File: src/design/standby_pin_consts.svh
`ifndef STANDBY_PIN_CONSTS_SVH
`define STANDBY_PIN_CONSTS_SVH
// Pin count and register port widths.
`define PIN_COUNT 8
`define ADDR_W 4
`define DATA_W 8
// Register offsets on the plain register port.
`define OFS_CTRL 4'h0
`define OFS_FUNC 4'h1
`define OFS_EXTEN 4'h2
`define OFS_OSCSEL 4'h3
`define OFS_TOUCHSEL 4'h4
`define OFS_RSTSEL 4'h5
`define OFS_STATUS 4'h6
`define OFS_MASK 4'h7
`define OFS_PINS 4'h8
// Control register fields and reset value.
`define CTRL_MODE_LSB 0
`define CTRL_HOLD_BIT 2
`define CTRL_RESET 8'h00
// Function enable bits.
`define FN_TDOUT 0
`define FN_CMPOUT 1
`define FN_TONE 2
`define FN_TRUN 3
`define FN_I2CW 4
`define FN_CMPIRQ 5
`define FN_TIRQ 6
// Status and mask bit positions.
`define ST_EXTI 0
`define ST_CMP 1
`define ST_TOUCH 2
`define ST_I2C 3
`define ST_W 4
// Per-pin capability masks, one bit per pin.
`define CAP_OSC 8'h03
`define CAP_RST 8'h04
`define CAP_TDOUT 8'h08
`define CAP_TONE 8'h08
`define CAP_CMPOUT 8'h10
`define CAP_CMPIN 8'h20
`define CAP_EXTI 8'h30
`define CAP_TOUCH 8'hc0
`define CAP_I2C 8'h30
`endif

File: src/design/standby_pin_pkg.sv
package standby_pin_pkg;
    // Power modes of the device as seen by the pins.
    typedef enum logic [1:0] {
        MODE_RUN,
        MODE_SLEEP,
        MODE_STOP,
        MODE_WATCH
    } power_mode_e;
endpackage : standby_pin_pkg

File: src/design/sticky_irq.sv
`timescale 1ns/1ps
`default_nettype none
`include "standby_pin_consts.svh"
module sticky_irq (
    input wire logic clock_i, // Machine clock.
    input wire logic resetn_i, // Synchronous reset, active low.
    input wire logic [`ST_W-1:0] set_i, // Event pulses.
    input wire logic clr_i, // Status read pulse.
    input wire logic [`ST_W-1:0] mask_i, // Interrupt enables.
    output logic [`ST_W-1:0] status_o, // Sticky status.
    output logic irq_o // Level interrupt.
);
    logic [`ST_W-1:0] status_reg;

    // A read clears the bits, but an event in the same cycle survives.
    always_ff @(posedge clock_i)
    begin
        if (!resetn_i)
            status_reg <= '0;
        else if (clr_i)
            status_reg <= set_i;
        else
            status_reg <= status_reg | set_i;
    end

    assign status_o = status_reg;
    assign irq_o = |(status_reg & mask_i);
endmodule : sticky_irq
`default_nettype wire

File: src/design/pin_state_cell.sv
`timescale 1ns/1ps
`default_nettype none
`include "standby_pin_consts.svh"
module pin_state_cell #(
    parameter bit CAP_OSC = 1'b0,
    parameter bit CAP_RST = 1'b0,
    parameter bit CAP_TOUCH = 1'b0,
    parameter bit CAP_TDOUT = 1'b0,
    parameter bit CAP_CMPOUT = 1'b0,
    parameter bit CAP_TONE = 1'b0
) (
    input wire logic clock_i, // Machine clock.
    input wire logic resetn_i, // Synchronous reset, active low.
    input wire standby_pin_pkg::power_mode_e mode_i, // Power mode.
    input wire logic hold_sel_i, // Pin hold select.
    input wire logic osc_sel_i, // Pin in oscillation use.
    input wire logic rst_sel_i, // Pin in reset use.
    input wire logic touch_sel_i, // Pin as touch input.
    input wire logic [7:0] func_i, // Function enables.
    input wire logic core_out_i, // Port or peripheral output.
    input wire logic core_oe_i, // Port or peripheral enable.
    input wire logic touch_dout_i, // Touch direct output.
    input wire logic cmp_out_i, // Comparator output.
    input wire logic tone_i, // Tone output.
    input wire logic sense_clk_i, // Touch sense clock.
    output logic pad_out_o, // Pad output level.
    output logic pad_oe_o, // Pad output enable.
    output logic in_en_o // Input gate enable.
);
    logic standby;
    logic out_next;
    logic oe_next;
    logic ien_next;
    logic held_out_reg;
    logic held_oe_reg;

    assign standby = (mode_i == standby_pin_pkg::MODE_STOP)
        || (mode_i == standby_pin_pkg::MODE_WATCH);

    // Pin drive and input gate for the present mode.
    always_comb
    begin
        out_next = core_out_i;
        oe_next = core_oe_i;
        ien_next = 1'b1;
        if (standby)
        begin
            ien_next = 1'b0;
            out_next = held_out_reg;
            oe_next = held_oe_reg && !hold_sel_i;
            if (!hold_sel_i && CAP_TDOUT && func_i[`FN_TDOUT])
            begin
                out_next = touch_dout_i;
                oe_next = 1'b1;
            end
            else if (!hold_sel_i && CAP_CMPOUT && func_i[`FN_CMPOUT])
            begin
                out_next = cmp_out_i;
                oe_next = 1'b1;
            end
            else if (!hold_sel_i && CAP_TONE && func_i[`FN_TONE])
            begin
                out_next = tone_i;
                oe_next = 1'b1;
            end
            if (CAP_TOUCH && touch_sel_i && func_i[`FN_TRUN])
            begin
                out_next = sense_clk_i;
                oe_next = 1'b1;
            end
        end
        if (CAP_OSC && osc_sel_i)
        begin
            oe_next = 1'b0;
            ien_next = 1'b0;
        end
        if (CAP_RST && rst_sel_i)
        begin
            oe_next = 1'b0;
            ien_next = 1'b1;
        end
    end

    // Pad registers; reset floats every pin, output ports included.
    always_ff @(posedge clock_i)
    begin
        if (!resetn_i)
        begin
            pad_out_o <= 1'b0;
            pad_oe_o <= 1'b0;
            in_en_o <= !CAP_TOUCH;
        end
        else
        begin
            pad_out_o <= out_next;
            pad_oe_o <= oe_next;
            in_en_o <= ien_next;
        end
    end

    // The state shown before standby is what a held pin keeps.
    always_ff @(posedge clock_i)
    begin
        if (!resetn_i)
        begin
            held_out_reg <= 1'b0;
            held_oe_reg <= 1'b0;
        end
        else if (!standby)
        begin
            held_out_reg <= pad_out_o;
            held_oe_reg <= pad_oe_o;
        end
    end
endmodule : pin_state_cell
`default_nettype wire

File: src/design/standby_pin_state_control.sv
// The placing of the registers and the plain strobed port were left to the implementer.
`timescale 1ns/1ps
`default_nettype none
`include "standby_pin_consts.svh"
// Summary of operation
// In stop and watch mode a pin keeps its last output when hold select is 0 and floats when 1.
// A blocked pin has its direct input gate into the core switched off.
// In reset ordinary pins float with input enabled but unused, and touch pins float blocked.
// A pin used as an output port floats in reset like every other port.
// An oscillator-capable pin in oscillation use floats and never drives.
// In standby a pin gives the touch direct output only with hold select 0 and that output on.
// The pull-up control setting stays in force on floating pins.
// A blocked pin still feeds the external interrupt logic while that request is enabled.
// A blocked pin still feeds the comparator while the comparator interrupt is enabled.
// In standby a pin gives the comparator output only with hold select 0 and that output on.
// In standby a pin gives the tone output only with hold select 0 and that output on.
// The I2C unit can wake the device from standby when its wakeup is enabled.
// In standby a touch pin drives the sense clock only as touch input with the unit running.
// A blocked touch pin still passes touch signals to raise the touch interrupt if enabled.
// The shared reset pin takes its reset-input states only when set for reset use.
// In sleep mode each pin behaves as in normal operation with no hold or blocking.
module standby_pin_state_control (
    input wire logic clock_i, // Machine clock, 40 MHz.
    input wire logic resetn_i, // Synchronous reset, active low.
    input wire logic [`ADDR_W-1:0] addr_i, // Register address.
    input wire logic [`DATA_W-1:0] wdata_i, // Register write data.
    input wire logic wr_i, // Write strobe.
    input wire logic rd_i, // Read strobe.
    output logic [`DATA_W-1:0] rdata_o, // Read data, next cycle.
    input wire logic [`PIN_COUNT-1:0] core_out_i, // Port outputs.
    input wire logic [`PIN_COUNT-1:0] core_oe_i, // Port output enables.
    input wire logic [`PIN_COUNT-1:0] pullup_i, // Pull-up settings.
    input wire logic [`PIN_COUNT-1:0] pad_in_i, // Pad input levels.
    input wire logic touch_dout_i, // Touch direct output.
    input wire logic comparator_out_i, // Comparator output.
    input wire logic tone_i, // Tone output.
    input wire logic touch_sense_clock_i, // Touch sense clock.
    input wire logic cmp_event_i, // Comparator event pulse.
    input wire logic touch_interrupt_i, // Touch event pulse.
    input wire logic i2c_wake_req_i, // I2C address match pulse.
    output logic [`PIN_COUNT-1:0] pad_out_o, // Pad output levels.
    output logic [`PIN_COUNT-1:0] pad_oe_o, // Pad output enables.
    output logic [`PIN_COUNT-1:0] pad_pull_o, // Pad pull-up enables.
    output logic [`PIN_COUNT-1:0] pad_in_en_o, // Pad input gates.
    output logic [`PIN_COUNT-1:0] core_in_o, // Gated pin inputs.
    output logic [`PIN_COUNT-1:0] ext_irq_in_o, // To external interrupts.
    output logic [`PIN_COUNT-1:0] cmp_analog_en_o, // Analog path enables.
    output logic [`PIN_COUNT-1:0] touch_in_o, // To touch sensor unit.
    output logic [`PIN_COUNT-1:0] i2c_pin_in_o, // To I2C wake logic.
    output logic standby_o, // Stop or watch mode.
    output logic wake_o, // Standby wakeup pulse.
    output logic irq_o // Interrupt, level.
);
    localparam logic [`PIN_COUNT-1:0] CAP_OSC_V = `CAP_OSC;
    localparam logic [`PIN_COUNT-1:0] CAP_RST_V = `CAP_RST;
    localparam logic [`PIN_COUNT-1:0] CAP_TOUCH_V = `CAP_TOUCH;
    localparam logic [`PIN_COUNT-1:0] CAP_TDOUT_V = `CAP_TDOUT;
    localparam logic [`PIN_COUNT-1:0] CAP_CMPOUT_V = `CAP_CMPOUT;
    localparam logic [`PIN_COUNT-1:0] CAP_TONE_V = `CAP_TONE;
    localparam logic [`PIN_COUNT-1:0] CAP_CMPIN_V = `CAP_CMPIN;
    localparam logic [`PIN_COUNT-1:0] CAP_EXTI_V = `CAP_EXTI;
    localparam logic [`PIN_COUNT-1:0] CAP_I2C_V = `CAP_I2C;
    localparam logic [`DATA_W-1:0] CTRL_RESET_V = `CTRL_RESET;

    standby_pin_pkg::power_mode_e mode_reg;
    logic hold_sel_reg;
    logic [`DATA_W-1:0] func_reg;
    logic [`PIN_COUNT-1:0] ext_en_reg;
    logic [`PIN_COUNT-1:0] osc_sel_reg;
    logic [`PIN_COUNT-1:0] touch_sel_reg;
    logic [`PIN_COUNT-1:0] rst_sel_reg;
    logic [`ST_W-1:0] mask_reg;
    logic [`ST_W-1:0] status;
    logic [`ST_W-1:0] events;
    logic [`PIN_COUNT-1:0] exti_prev_reg;
    logic run_reg;
    logic standby;
    logic status_rd;
    logic [`DATA_W-1:0] rdata_next;

    assign standby = (mode_reg == standby_pin_pkg::MODE_STOP)
        || (mode_reg == standby_pin_pkg::MODE_WATCH);
    assign standby_o = standby;
    assign status_rd = rd_i && (addr_i == `OFS_STATUS);

    // Control register: power mode and pin hold select.
    always_ff @(posedge clock_i)
    begin
        if (!resetn_i)
        begin
            mode_reg <= standby_pin_pkg::MODE_RUN;
            hold_sel_reg <= CTRL_RESET_V[`CTRL_HOLD_BIT];
        end
        else if (wr_i && (addr_i == `OFS_CTRL))
        begin
            mode_reg <= standby_pin_pkg::power_mode_e'(wdata_i[`CTRL_MODE_LSB +: 2]);
            hold_sel_reg <= wdata_i[`CTRL_HOLD_BIT];
        end
        else if (standby && wake_o)
        begin
            mode_reg <= standby_pin_pkg::MODE_RUN;
        end
    end

    // Function enables and per-pin configuration registers.
    always_ff @(posedge clock_i)
    begin
        if (!resetn_i)
        begin
            func_reg <= '0;
            ext_en_reg <= '0;
            osc_sel_reg <= '0;
            touch_sel_reg <= '0;
            rst_sel_reg <= CAP_RST_V;
            mask_reg <= '0;
        end
        else if (wr_i)
        begin
            if (addr_i == `OFS_FUNC)
                func_reg <= wdata_i;
            else if (addr_i == `OFS_EXTEN)
                ext_en_reg <= wdata_i & CAP_EXTI_V;
            else if (addr_i == `OFS_OSCSEL)
                osc_sel_reg <= wdata_i & CAP_OSC_V;
            else if (addr_i == `OFS_TOUCHSEL)
                touch_sel_reg <= wdata_i & CAP_TOUCH_V;
            else if (addr_i == `OFS_RSTSEL)
                rst_sel_reg <= wdata_i & CAP_RST_V;
            else if (addr_i == `OFS_MASK)
                mask_reg <= wdata_i[`ST_W-1:0];
        end
    end

    // Read data for the addressed register; unmapped reads return zero.
    always_comb
    begin
        rdata_next = '0;
        if (addr_i == `OFS_CTRL)
        begin
            rdata_next[`CTRL_MODE_LSB +: 2] = mode_reg;
            rdata_next[`CTRL_HOLD_BIT] = hold_sel_reg;
        end
        else if (addr_i == `OFS_FUNC)
            rdata_next = func_reg;
        else if (addr_i == `OFS_EXTEN)
            rdata_next = ext_en_reg;
        else if (addr_i == `OFS_OSCSEL)
            rdata_next = osc_sel_reg;
        else if (addr_i == `OFS_TOUCHSEL)
            rdata_next = touch_sel_reg;
        else if (addr_i == `OFS_RSTSEL)
            rdata_next = rst_sel_reg;
        else if (addr_i == `OFS_STATUS)
            rdata_next[`ST_W-1:0] = status;
        else if (addr_i == `OFS_MASK)
            rdata_next[`ST_W-1:0] = mask_reg;
        else if (addr_i == `OFS_PINS)
            rdata_next = pad_in_i;
    end

    // Read data register, valid only in the cycle after the strobe.
    always_ff @(posedge clock_i)
    begin
        if (!resetn_i)
            rdata_o <= '0;
        else if (rd_i)
            rdata_o <= rdata_next;
        else
            rdata_o <= '0;
    end

    // Inputs reach the core only once reset is over.
    always_ff @(posedge clock_i)
    begin
        if (!resetn_i)
            run_reg <= 1'b0;
        else
            run_reg <= 1'b1;
    end

    // One cell per pin sets drive and input gate.
    for (genvar i = 0; i < `PIN_COUNT; i++)
    begin : g_pin
        pin_state_cell #(
            .CAP_OSC(CAP_OSC_V[i]),
            .CAP_RST(CAP_RST_V[i]),
            .CAP_TOUCH(CAP_TOUCH_V[i]),
            .CAP_TDOUT(CAP_TDOUT_V[i]),
            .CAP_CMPOUT(CAP_CMPOUT_V[i]),
            .CAP_TONE(CAP_TONE_V[i])
        ) u_cell (
            .clock_i(clock_i),
            .resetn_i(resetn_i),
            .mode_i(mode_reg),
            .hold_sel_i(hold_sel_reg),
            .osc_sel_i(osc_sel_reg[i]),
            .rst_sel_i(rst_sel_reg[i]),
            .touch_sel_i(touch_sel_reg[i]),
            .func_i(func_reg),
            .core_out_i(core_out_i[i]),
            .core_oe_i(core_oe_i[i]),
            .touch_dout_i(touch_dout_i),
            .cmp_out_i(comparator_out_i),
            .tone_i(tone_i),
            .sense_clk_i(touch_sense_clock_i),
            .pad_out_o(pad_out_o[i]),
            .pad_oe_o(pad_oe_o[i]),
            .in_en_o(pad_in_en_o[i])
        );
    end

    // Core input gate, and the paths that survive input blocking.
    always_comb
    begin
        pad_pull_o = pullup_i;
        core_in_o = pad_in_i & pad_in_en_o & {`PIN_COUNT{run_reg}};
        ext_irq_in_o = pad_in_i & ext_en_reg;
        cmp_analog_en_o = CAP_CMPIN_V & {`PIN_COUNT{func_reg[`FN_CMPIRQ]}};
        touch_in_o = pad_in_i & touch_sel_reg
            & {`PIN_COUNT{!standby || func_reg[`FN_TIRQ]}};
        i2c_pin_in_o = pad_in_i & CAP_I2C_V
            & {`PIN_COUNT{!standby || func_reg[`FN_I2CW]}};
    end

    // Rising edges on the external interrupt paths.
    always_ff @(posedge clock_i)
    begin
        if (!resetn_i)
            exti_prev_reg <= '0;
        else
            exti_prev_reg <= ext_irq_in_o;
    end

    // Events that set sticky status bits.
    always_comb
    begin
        events = '0;
        events[`ST_EXTI] = |(ext_irq_in_o & ~exti_prev_reg);
        events[`ST_CMP] = cmp_event_i && func_reg[`FN_CMPIRQ];
        events[`ST_TOUCH] = touch_interrupt_i && func_reg[`FN_TIRQ];
        events[`ST_I2C] = i2c_wake_req_i && func_reg[`FN_I2CW];
    end

    sticky_irq u_irq (
        .clock_i(clock_i),
        .resetn_i(resetn_i),
        .set_i(events),
        .clr_i(status_rd),
        .mask_i(mask_reg),
        .status_o(status),
        .irq_o(irq_o)
    );

    // Wakeup from standby on any enabled event; I2C wakes regardless of mask.
    always_ff @(posedge clock_i)
    begin
        if (!resetn_i)
            wake_o <= 1'b0;
        else
            wake_o <= standby && (|(events & mask_reg) || events[`ST_I2C]);
    end
endmodule : standby_pin_state_control
`default_nettype wire

File: config.mk
export PLATFORM = sky130hd
export DESIGN_NAME = standby_pin_state_control
export DESIGN_NICKNAME = d
export VERILOG_FILES = /design/src/design/standby_pin_pkg.sv /design/src/design/sticky_irq.sv /design/src/design/pin_state_cell.sv /design/src/design/standby_pin_state_control.sv
export VERILOG_INCLUDE_DIRS = /design/src /design/src/design
export SDC_FILE = /design/constraint.sdc
export NUM_CORES = 1
export LEC_CHECK = 0
export BUFFER_PORTS_ARGS = -buffer_cell sky130_fd_sc_hd__buf_4
export CORE_MARGIN = 4
export CORE_UTILIZATION = 28
export DETAILED_ROUTE_END_ITERATION = 7
export PLACE_DENSITY_LB_ADDON = 0.1
export SLEW_MARGIN = 20
export SYNTH_ARGS = -nofsm -noshare
export SYNTH_HDL_FRONTEND = slang
export SYNTH_HIERARCHICAL = 1
export SYNTH_SLANG_ARGS = --single-unit
File: constraint.sdc
create_clock -name clock_i -period 1.8 [get_ports clock_i]
set_clock_uncertainty 0.2 [all_clocks]
set_input_delay 0.18 -clock clock_i [delete_from_list [all_inputs] [get_ports clock_i]]
set_output_delay 0.18 -clock clock_i [all_outputs]
set_load 0.02 [all_outputs]
After elaboration in Yosys (flattened, before gate mapping)
Index checks and enable logic that the tools add are counted.

Eq/ne operators: 10. Multiplexer cells: 44. Bitwise gates (word level): 18. Reduce and logical (&&, ||, !) cells: 42.

Operators with widths (number): two-way mux 8 bit (6); AND 8 bit (5); two-way mux 1 bit (30); logical AND 1 bit (20); two-way mux 4 bit (5); equality test 4 x 3 -> 1 bit, second input constant (4); AND 4 bit (2); AND 6 x 8 -> 8 bit (1); AND 8 x 6 -> 8 bit (1); equality test 4 x 2 -> 1 bit, second input constant (2); NOT 8 bit (1); OR reduction 4 bit (2); OR reduction 8 bit (1); NOT 1 bit (7); AND reduction 7 bit (1); AND reduction 6 bit (1); OR reduction 2 bit (3); AND reduction 5 bit (1); equality test 2 bit, second input constant (2); equality test 4 x 1 -> 1 bit, second input constant (1); equality test 4 bit, second input constant (1); logical NOT 4 bit (1); logical OR 1 bit (4); two-way mux 2 bit (2); 8 further kinds (10).

Flip-flop bits (word level): 81. Input bits: 55. Output and inout port bits: 83. Logic and storage cells: 165.

Depth between registers and ports, before layout
Gate-level depths: netlist of the first run.

Depth in word-level cells: 10. Depth in mapped cells: 7. Depth with buffers taken out: 4.

Cells and area by module
Netlist of the first run, hierarchy kept.

Modules (own cells, without submodules): standby_pin_state_control (instances 1, cells each 240, area each 2054.5 um2, sequential area each 680.7 um2); pin_state_cell at g_pin[6].u_cell ... (instances 2, cells each 19, area each 193.9 um2, sequential area each 100.1 um2); pin_state_cell at g_pin[0].u_cell ... (instances 2, cells each 17, area each 182.7 um2, sequential area each 100.1 um2); pin_state_cell at g_pin[3].u_cell (instances 1, cells each 21, area each 211.5 um2, sequential area each 100.1 um2); pin_state_cell at g_pin[4].u_cell (instances 1, cells each 19, area each 202.7 um2, sequential area each 100.1 um2); pin_state_cell at g_pin[2].u_cell (instances 1, cells each 17, area each 185.2 um2, sequential area each 100.1 um2); pin_state_cell at g_pin[5].u_cell (instances 1, cells each 16, area each 171.4 um2, sequential area each 100.1 um2); sticky_irq (instances 1, cells each 15, area each 153.9 um2, sequential area each 80.1 um2).

Worst setup path before layout of the first run
OpenSTA, ideal clock, no wires.

Kind: register to register. Start: reg mode_reg[1]. End: reg g_pin[3].u_cell.pad_oe_o. Library setup time: 58 ps. Arrival: 1416 ps. Data required time: 1542 ps. Path slack: 126 ps. Cell stages (with the launch flop): 4. Buffers on the path: 1. Clock period less this slack: 1674 ps. Path through: dfxtp_1 > buf_4 > nor3b_1 > o21a_1.

Cells in the longest elaborated chain, start to end: 3. Elaborated cells on any way between the ends: 4. Classes of those cells: eq/ne: 2; mux: 1; reduce/logical: 1.

RTL lines: from (decl) (line standby_pin_state_control.sv:65) `standby_pin_pkg::power_mode_e mode_reg;`; from (signal assigned) (line standby_pin_state_control.sv:91) `mode_reg <= standby_pin_pkg::MODE_RUN;`; from (signal assigned) (line standby_pin_state_control.sv:96) `` mode_reg <= standby_pin_pkg::power_mode_e'(wdata_i[`CTRL_MODE_LSB +: 2]); ``; from (signal assigned) (line standby_pin_state_control.sv:101) `mode_reg <= standby_pin_pkg::MODE_RUN;`; equality test 2 bit (on tied branches) (line pin_state_cell.sv:37, pin_state_cell.sv:38); logical OR 1 bit * (line pin_state_cell.sv:38) `|| (mode_i == standby_pin_pkg::MODE_WATCH);`; two-way mux 1 bit * (line pin_state_cell.sv:46) `if (standby)`; to (signal assigned) (line pin_state_cell.sv:96) `pad_oe_o <= oe_next;`; to (decl) (line pin_state_cell.sv:27) `output logic pad_oe_o,`.

Mark *: on every way between the ends. The rest lies on a longest branch, timed or not. A chain may end at the register's enable or synchronous reset.

Worst setup path after layout of the first run
Start: reg mode_reg[1]. End: out standby_o.

Cells in the longest elaborated chain, start to end: 2. Elaborated cells on any way between the ends: 3. Classes of those cells: eq/ne: 2; reduce/logical: 1.

RTL lines: equality test 2 bit (on tied branches) (line standby_pin_state_control.sv:81, standby_pin_state_control.sv:82); logical OR 1 bit * (line standby_pin_state_control.sv:82) `|| (mode_reg == standby_pin_pkg::MODE_WATCH);`; to (decl) (line standby_pin_state_control.sv:50) `output logic standby_o,`.

Marked as above.

==> impl_metrics.env, run 1 <==
export IMPL_finalCriticalPeriod_ps=1690
export IMPL_numCtsBuffers=9
export IMPL_cts_root_buf="clkbuf_16"
export IMPL_vias_per_cell=4.54
export IMPL_io_pins=138
export IMPL_yosysSeqAreaShare_pct=41.8
export IMPL_diodes=0
export IMPL_ir_worst_vdd_v=0.000354
export IMPL_first_iter_violations=151
export IMPL_cp_start_kind="flip-flop"
export IMPL_cts_setup_buffers=0
export IMPL_cts_tree="done"
export IMPL_synthArstFlopShare_pct=0
export IMPL_synth_seq_cells=78
export IMPL_drc=0
export IMPL_start_util_pct=29.1
export IMPL_internal_power_uw=3120
export IMPL_grt_first_pass_wirelength_mm=17.0
export IMPL_core_sq_um=12800
export IMPL_max_cap_violations=0
export IMPL_port_buffers=96
export IMPL_finalHoldViolCount=0
export IMPL_fin_setup_tns_ps=0
export IMPL_relSlewSlack_pct=64.1
export IMPL_critPathKind="reg -> out"
export IMPL_ctsHtreeMaxLevel=3
export IMPL_grt_usage_pct=14.8
export IMPL_ant_nets=0
export IMPL_dominantRegCellSynth="dfxtp_1"
export IMPL_power_total_uw=4120
export IMPL_dieArea_sq_um=15200
export IMPL_post_route_period_util_pct=93.9
export IMPL_yosysUniqueCellTypes=51
export IMPL_rows=41
export IMPL_leakage_uw=0.00217
export IMPL_p_switching_uw=1000
export IMPL_synth_cells=400
export IMPL_routed_wl_mm=11.0
export IMPL_area_growth_pct=38.5
export IMPL_firstDrtPassIters=4
export IMPL_p_per_area_nw_per_um2=797
export IMPL_gp_congestion=0.851
export IMPL_cp_arrival_ps=1310
export IMPL_clk_path_buf_depth=2
export IMPL_synth_avg_cell_area_sq_um=9.33
export IMPL_routedWlPerCell_um=15.6
export IMPL_clk_pin_slew_ps=60
export IMPL_fmax_ghz=0.591
export IMPL_p_seq_share_pct=44.0
export IMPL_die_w_um=123
export IMPL_clock_sinks=78
export IMPL_overflow=0
export IMPL_switching_share_pct=24.3
export IMPL_syn_cell_area_sq_um=3730
export IMPL_synth_edf_count=0
export IMPL_grt_pass1_vias=3168
export IMPL_path_max_fanout=24
export IMPL_drv_slew=0
export IMPL_setup_viol=0
export IMPL_end_kind="output port"
export IMPL_yosys_warnings=6
export IMPL_hpwlAfterDp_mm=7.96
export IMPL_required_ps=1420
export IMPL_comb_power_share_pct=13.3
export IMPL_num_vias=3205
export IMPL_drive_gt1_share_pct=24.7
export IMPL_clk_latency_ps=340
export IMPL_rsz0062_at_grt="no"
export IMPL_p_clk_share_pct=42.8
export IMPL_nFillCells=1339
export IMPL_grt_max_degree=49
export IMPL_status="finished clean"
export IMPL_worstMarginPinSlew_ps=537
export IMPL_antenna_found_initial=0
export IMPL_fin_nets=585
export IMPL_hp_class="in -> reg"
export IMPL_die_h_um=123
[metrics by stage]
step | instances | util, % | cell area, sq um | hold WS, ps | worst slack, ps
6_report | 706 | 40.3 | 5170 | 21.5 | 109
4_1_cts | 706 | 40.3 | 5170 | 9.44 | 75.4
5_1_grt | 706 | 40.3 | 5170 | 50.3 | 36.6
2_1_floorplan | 424 | - | 3820 | 7.72 | 126
3_5_place_dp | 654 | 35.2 | 4510 | 160 | 56.5
3_3_place_gp | 654 | 35.2 | 4510 | 160 | 115
[cells in the mapped netlist, drive strengths merged, types with 2 or more instances]
| master | number | area (sq um) |
|---|---|---|
| a21bo | 2 | 20.0 |
| a21boi | 12 | 90.1 |
| a21o | 3 | 22.5 |
| a21oi | 10 | 61.3 |
| a22o | 4 | 35.0 |
| a22oi | 5 | 37.5 |
| a2bb2oi | 2 | 17.5 |
| a31oi | 7 | 43.8 |
| a32oi | 3 | 26.3 |
| and2 | 5 | 31.3 |
| and3 | 13 | 81.3 |
| buf | 47 | 344 |
| clkbuf | 4 | 15.0 |
| dfxtp | 78 | 1560 |
| inv | 4 | 15.0 |
| mux2i | 32 | 320 |
| nand2 | 24 | 90.1 |
| nand2b | 21 | 131 |
| nand3 | 12 | 60.1 |
| nand3b | 9 | 67.6 |
| nor2 | 10 | 37.5 |
| nor2b | 45 | 299 |
| nor3 | 7 | 40.0 |
| nor3b | 2 | 15.0 |
| nor4 | 2 | 12.5 |
| o211a | 2 | 20.0 |
| o211ai | 2 | 15.0 |
| o21a | 5 | 37.5 |
| o21ai | 13 | 65.1 |
| or2b | 3 | 22.5 |
[final cells by class]
class                           instances  area, sq um  area share [%]
Inverter                                4         15.0           0.290
Timing Repair Buffer                  146         1200            23.2
Multi-Input combinational cell        291         1890            36.5
Sequential cell                        78         1560            30.2
Tap cell                              172          215            4.16
Clock buffer                           15          288            5.57
[power groups by stage]
| stage | Combinational, uW | Sequential (uW) | Clock (uW) |
|---|---|---|---|
| floorplan | 306 | 1870 | 0 |
| global placement | 482 | 1850 | 0 |
| detailed placement | 485 | 1850 | 0 |
| CTS | 549 | 1810 | 1820 |
| global route | 594 | 1820 | 1890 |
| finish | 546 | 1810 | 1760 |
[layer usage]
layer  part of all wire [%]  routed length [um]  track usage, %  vias up
li1                       -                   -               -     1587
met1                     47                5140            19.9     1509
met2                     46                5060            22.9       93
met3                    5.3                 588            2.74       16
met4                    2.2                 248            6.99        0
met5                      0                   0               0        -
[critical path: stages, from the launching register on]
cell and delay (ps):
dfxtp_2 470, buf_4 300, buf_4 190
[layout by cell type, fill, tap and decap left out, types with 11 or more instances in the layout]
cell type      instances
a21boi_0              11
and3_1                13
buf_4                108
conb_1                25
dfxtp_1               77
dlygate4sd3_1         37
mux2i_1               32
nand2_1               24
nand2b_1              21
nand3_1               12
nor2b_1               42
[kinds of logic (layout without fill, tap and decap cells)]
| family | Yosys count | after routing | share of synthesized area, % |
|---|---|---|---|
| compound gates | 74 | 74 | 14.0 |
| buf+inv | 55 | 165 | 10.0 |
| flops | 78 | 78 | 41.8 |
| mux | 32 | 32 | 8.58 |
| other cells | 1 | 25 | 0.100 |
| simple gates | 160 | 160 | 25.4 |
[repair_timing]
| action | CTS | global route |
|---|---|---|
| hold buffers | 37 | 0 |
| hold endpoints to repair | 48 | 0 |
| resized for setup | 0 | 0 |
[path summary, 6_finish.rpt]
kind | from | end | slack (ps) | cells past startpoint
max | mode_reg[1] | standby_o | 110 | 2
min | i2c_wake_req_i | u_irq/status_o[3] | 20 | 3
max reg2reg | hold_sel_reg | rdata_o[2] | 270 | 3
min reg2reg | g_pin[0].u_cell/held_out_reg | g_pin[0].u_cell/held_out_reg | 270 | 2
Note: power is estimated with default switching activity, not from simulation.
==> run 2, diff against run 1 <==
- CORE_UTILIZATION: 28 -> 45
==> impl_metrics.env, run 2 (same netlist as run 1, synthesis figures left out) <==
export IMPL_numCtsBuffers=9
export IMPL_post_place_ws_ps=97.0
export IMPL_clk_path_buf_depth=2
export IMPL_drive_gt1_share_pct=24.2
export IMPL_fin_setup_tns_ps=0
export IMPL_drv_slew=0
export IMPL_top_layer="met4"
export IMPL_post_route_period_util_pct=91.5
export IMPL_grt_usage_pct=19.5
export IMPL_overflow=0
export IMPL_path_max_fanout=8
export IMPL_rows=32
export IMPL_die_h_um=99.1
export IMPL_vias_per_cell=4.98
export IMPL_start_util_pct=47.3
export IMPL_max_cap_violations=0
export IMPL_firstDrtPassIters=7
export IMPL_die_w_um=99.1
export IMPL_area_growth_pct=33.6
export IMPL_fmax_ghz=0.607
export IMPL_layout_area_seq_sq_um=1560
export IMPL_port_buffers=96
export IMPL_cts_tree="done"
export IMPL_fin_nets=583
export IMPL_dieArea_sq_um=9810
export IMPL_cts_resized=0
export IMPL_comb_power_share_pct=14.3
export IMPL_drc=0
export IMPL_wl_met3_um=480
export IMPL_setup_viol=0
export IMPL_critical_path_max_stage_delay_ps=550
export IMPL_p_per_area_nw_per_um2=748
export IMPL_end_kind="output port"
export IMPL_core_sq_um=7890
export IMPL_worstMarginPinSlew_ps=512
export IMPL_p_clk_share_pct=37.2
export IMPL_mostFrequentLayoutCell="buf_4"
export IMPL_critPathKind="reg -> out"
export IMPL_routedWlPerCell_um=15.1
export IMPL_first_iter_violations=75
export IMPL_hold_buffers=38
export IMPL_cts_setup_buffers=0
export IMPL_io_pins=138
export IMPL_num_vias=3158
export IMPL_cp_start_kind="flip-flop"
export IMPL_ant_nets=0
export IMPL_clk_pin_slew_ps=80
export IMPL_status="finished clean"
export IMPL_final_util_pct=63.2
export IMPL_p_seq_share_pct=48.4
export IMPL_gp_congestion=0.893
export IMPL_min_from="pad_in_i[6]"
export IMPL_wl_met1_mm=4.42
export IMPL_switching_share_pct=24.7
export IMPL_routed_wl_mm=9.59
export IMPL_clk_latency_ps=340
export IMPL_cts_root_buf="clkbuf_8"
export IMPL_ctsHtreeMaxLevel=3
export IMPL_p_switching_uw=921
export IMPL_grt_first_pass_wirelength_mm=15.5
export IMPL_hpwlAfterDp_mm=6.76
export IMPL_cp_cell_sequence="and3_1 -> buf_4"
export IMPL_internal_power_uw=2810
export IMPL_multi_input_area_sq_um=1890
export IMPL_leakage_uw=0.00212
export IMPL_wl_met2_mm=4.53
export IMPL_fin_ws_ps=153
export IMPL_clock_sinks=78
export IMPL_final_cell_mix="buf_4, dfxtp_1, nor2b_1, dlygate4sd3_1, mux2i_1"
export IMPL_cp_arrival_ps=1270
export IMPL_startpoint="run_reg"
export IMPL_regToRegStartpoint="hold_sel_reg"
export IMPL_critPathSlowestCell="dfxtp_1"
export IMPL_finalCriticalPeriod_ps=1650
export IMPL_grt_pass1_vias=3112
export IMPL_finalHoldViolCount=0
export IMPL_diodes=0
export IMPL_ir_worst_vdd_v=0.000418
export IMPL_hp_class="in -> reg"
export IMPL_grt_max_degree=46
export IMPL_relSlewSlack_pct=65.8
export IMPL_antenna_found_initial=0
export IMPL_required_ps=1420
export IMPL_nFillCells=711
export IMPL_rsz0062_at_grt="no"
run 2: path summary, 6_finish.rpt:
check / end / slack, ps / cells after the start
setup / recovery: core_in_o[1] / 150 / 2
hold / removal: rdata_o[6] / 60 / 4
setup reg to reg: rdata_o[2] / 330 / 3
hold reg to reg: g_pin[2].u_cell/held_out_reg / 270 / 2
run 2: worst max-delay path: cells and delay by family (launching register included):
family	cells	cell delay, ps
buf+inv	1	140
flops	1	550
simple gates	1	230
run 2: cell type report:
type / instances / share of cell area, %
clock buffers: 11 / 2.64
clock inverters: 4 / 1.46
inverters: 4 / 0.301
multi-input cells: 291 / 37.9
flip-flops and latches: 78 / 31.4
well taps: 102 / 2.56
repair buffers: 144 / 23.8
run 2: power by group through the flow:
stage / combinational, uW / sequential (uW) / clock [uW]
final: 535 / 1810 / 1390
after global routing: 579 / 1810 / 1500
after CTS: 534 / 1800 / 1430
after detailed placement: 467 / 1850 / 0
after global placement: 462 / 1840 / 0
after floorplan: 306 / 1870 / 0
run 2: per-layer routing:
metal	track usage (%)	vias up
met2	31.5	98
met5	0	-
met3	3.54	17
li1	-	1584
met1	25.9	1459
met4	7.46	0
run 2: stage by stage:
step	total power (uW)	std cells	instance area, sq um	hold WS, ps
CTS	3760	634	4980	41.8
detailed placement	2310	581	4400	160
floorplan	2170	424	3820	7.72
finish	3730	634	4980	56.3
global route	3890	634	4980	92.0
global placement	2310	581	4400	160
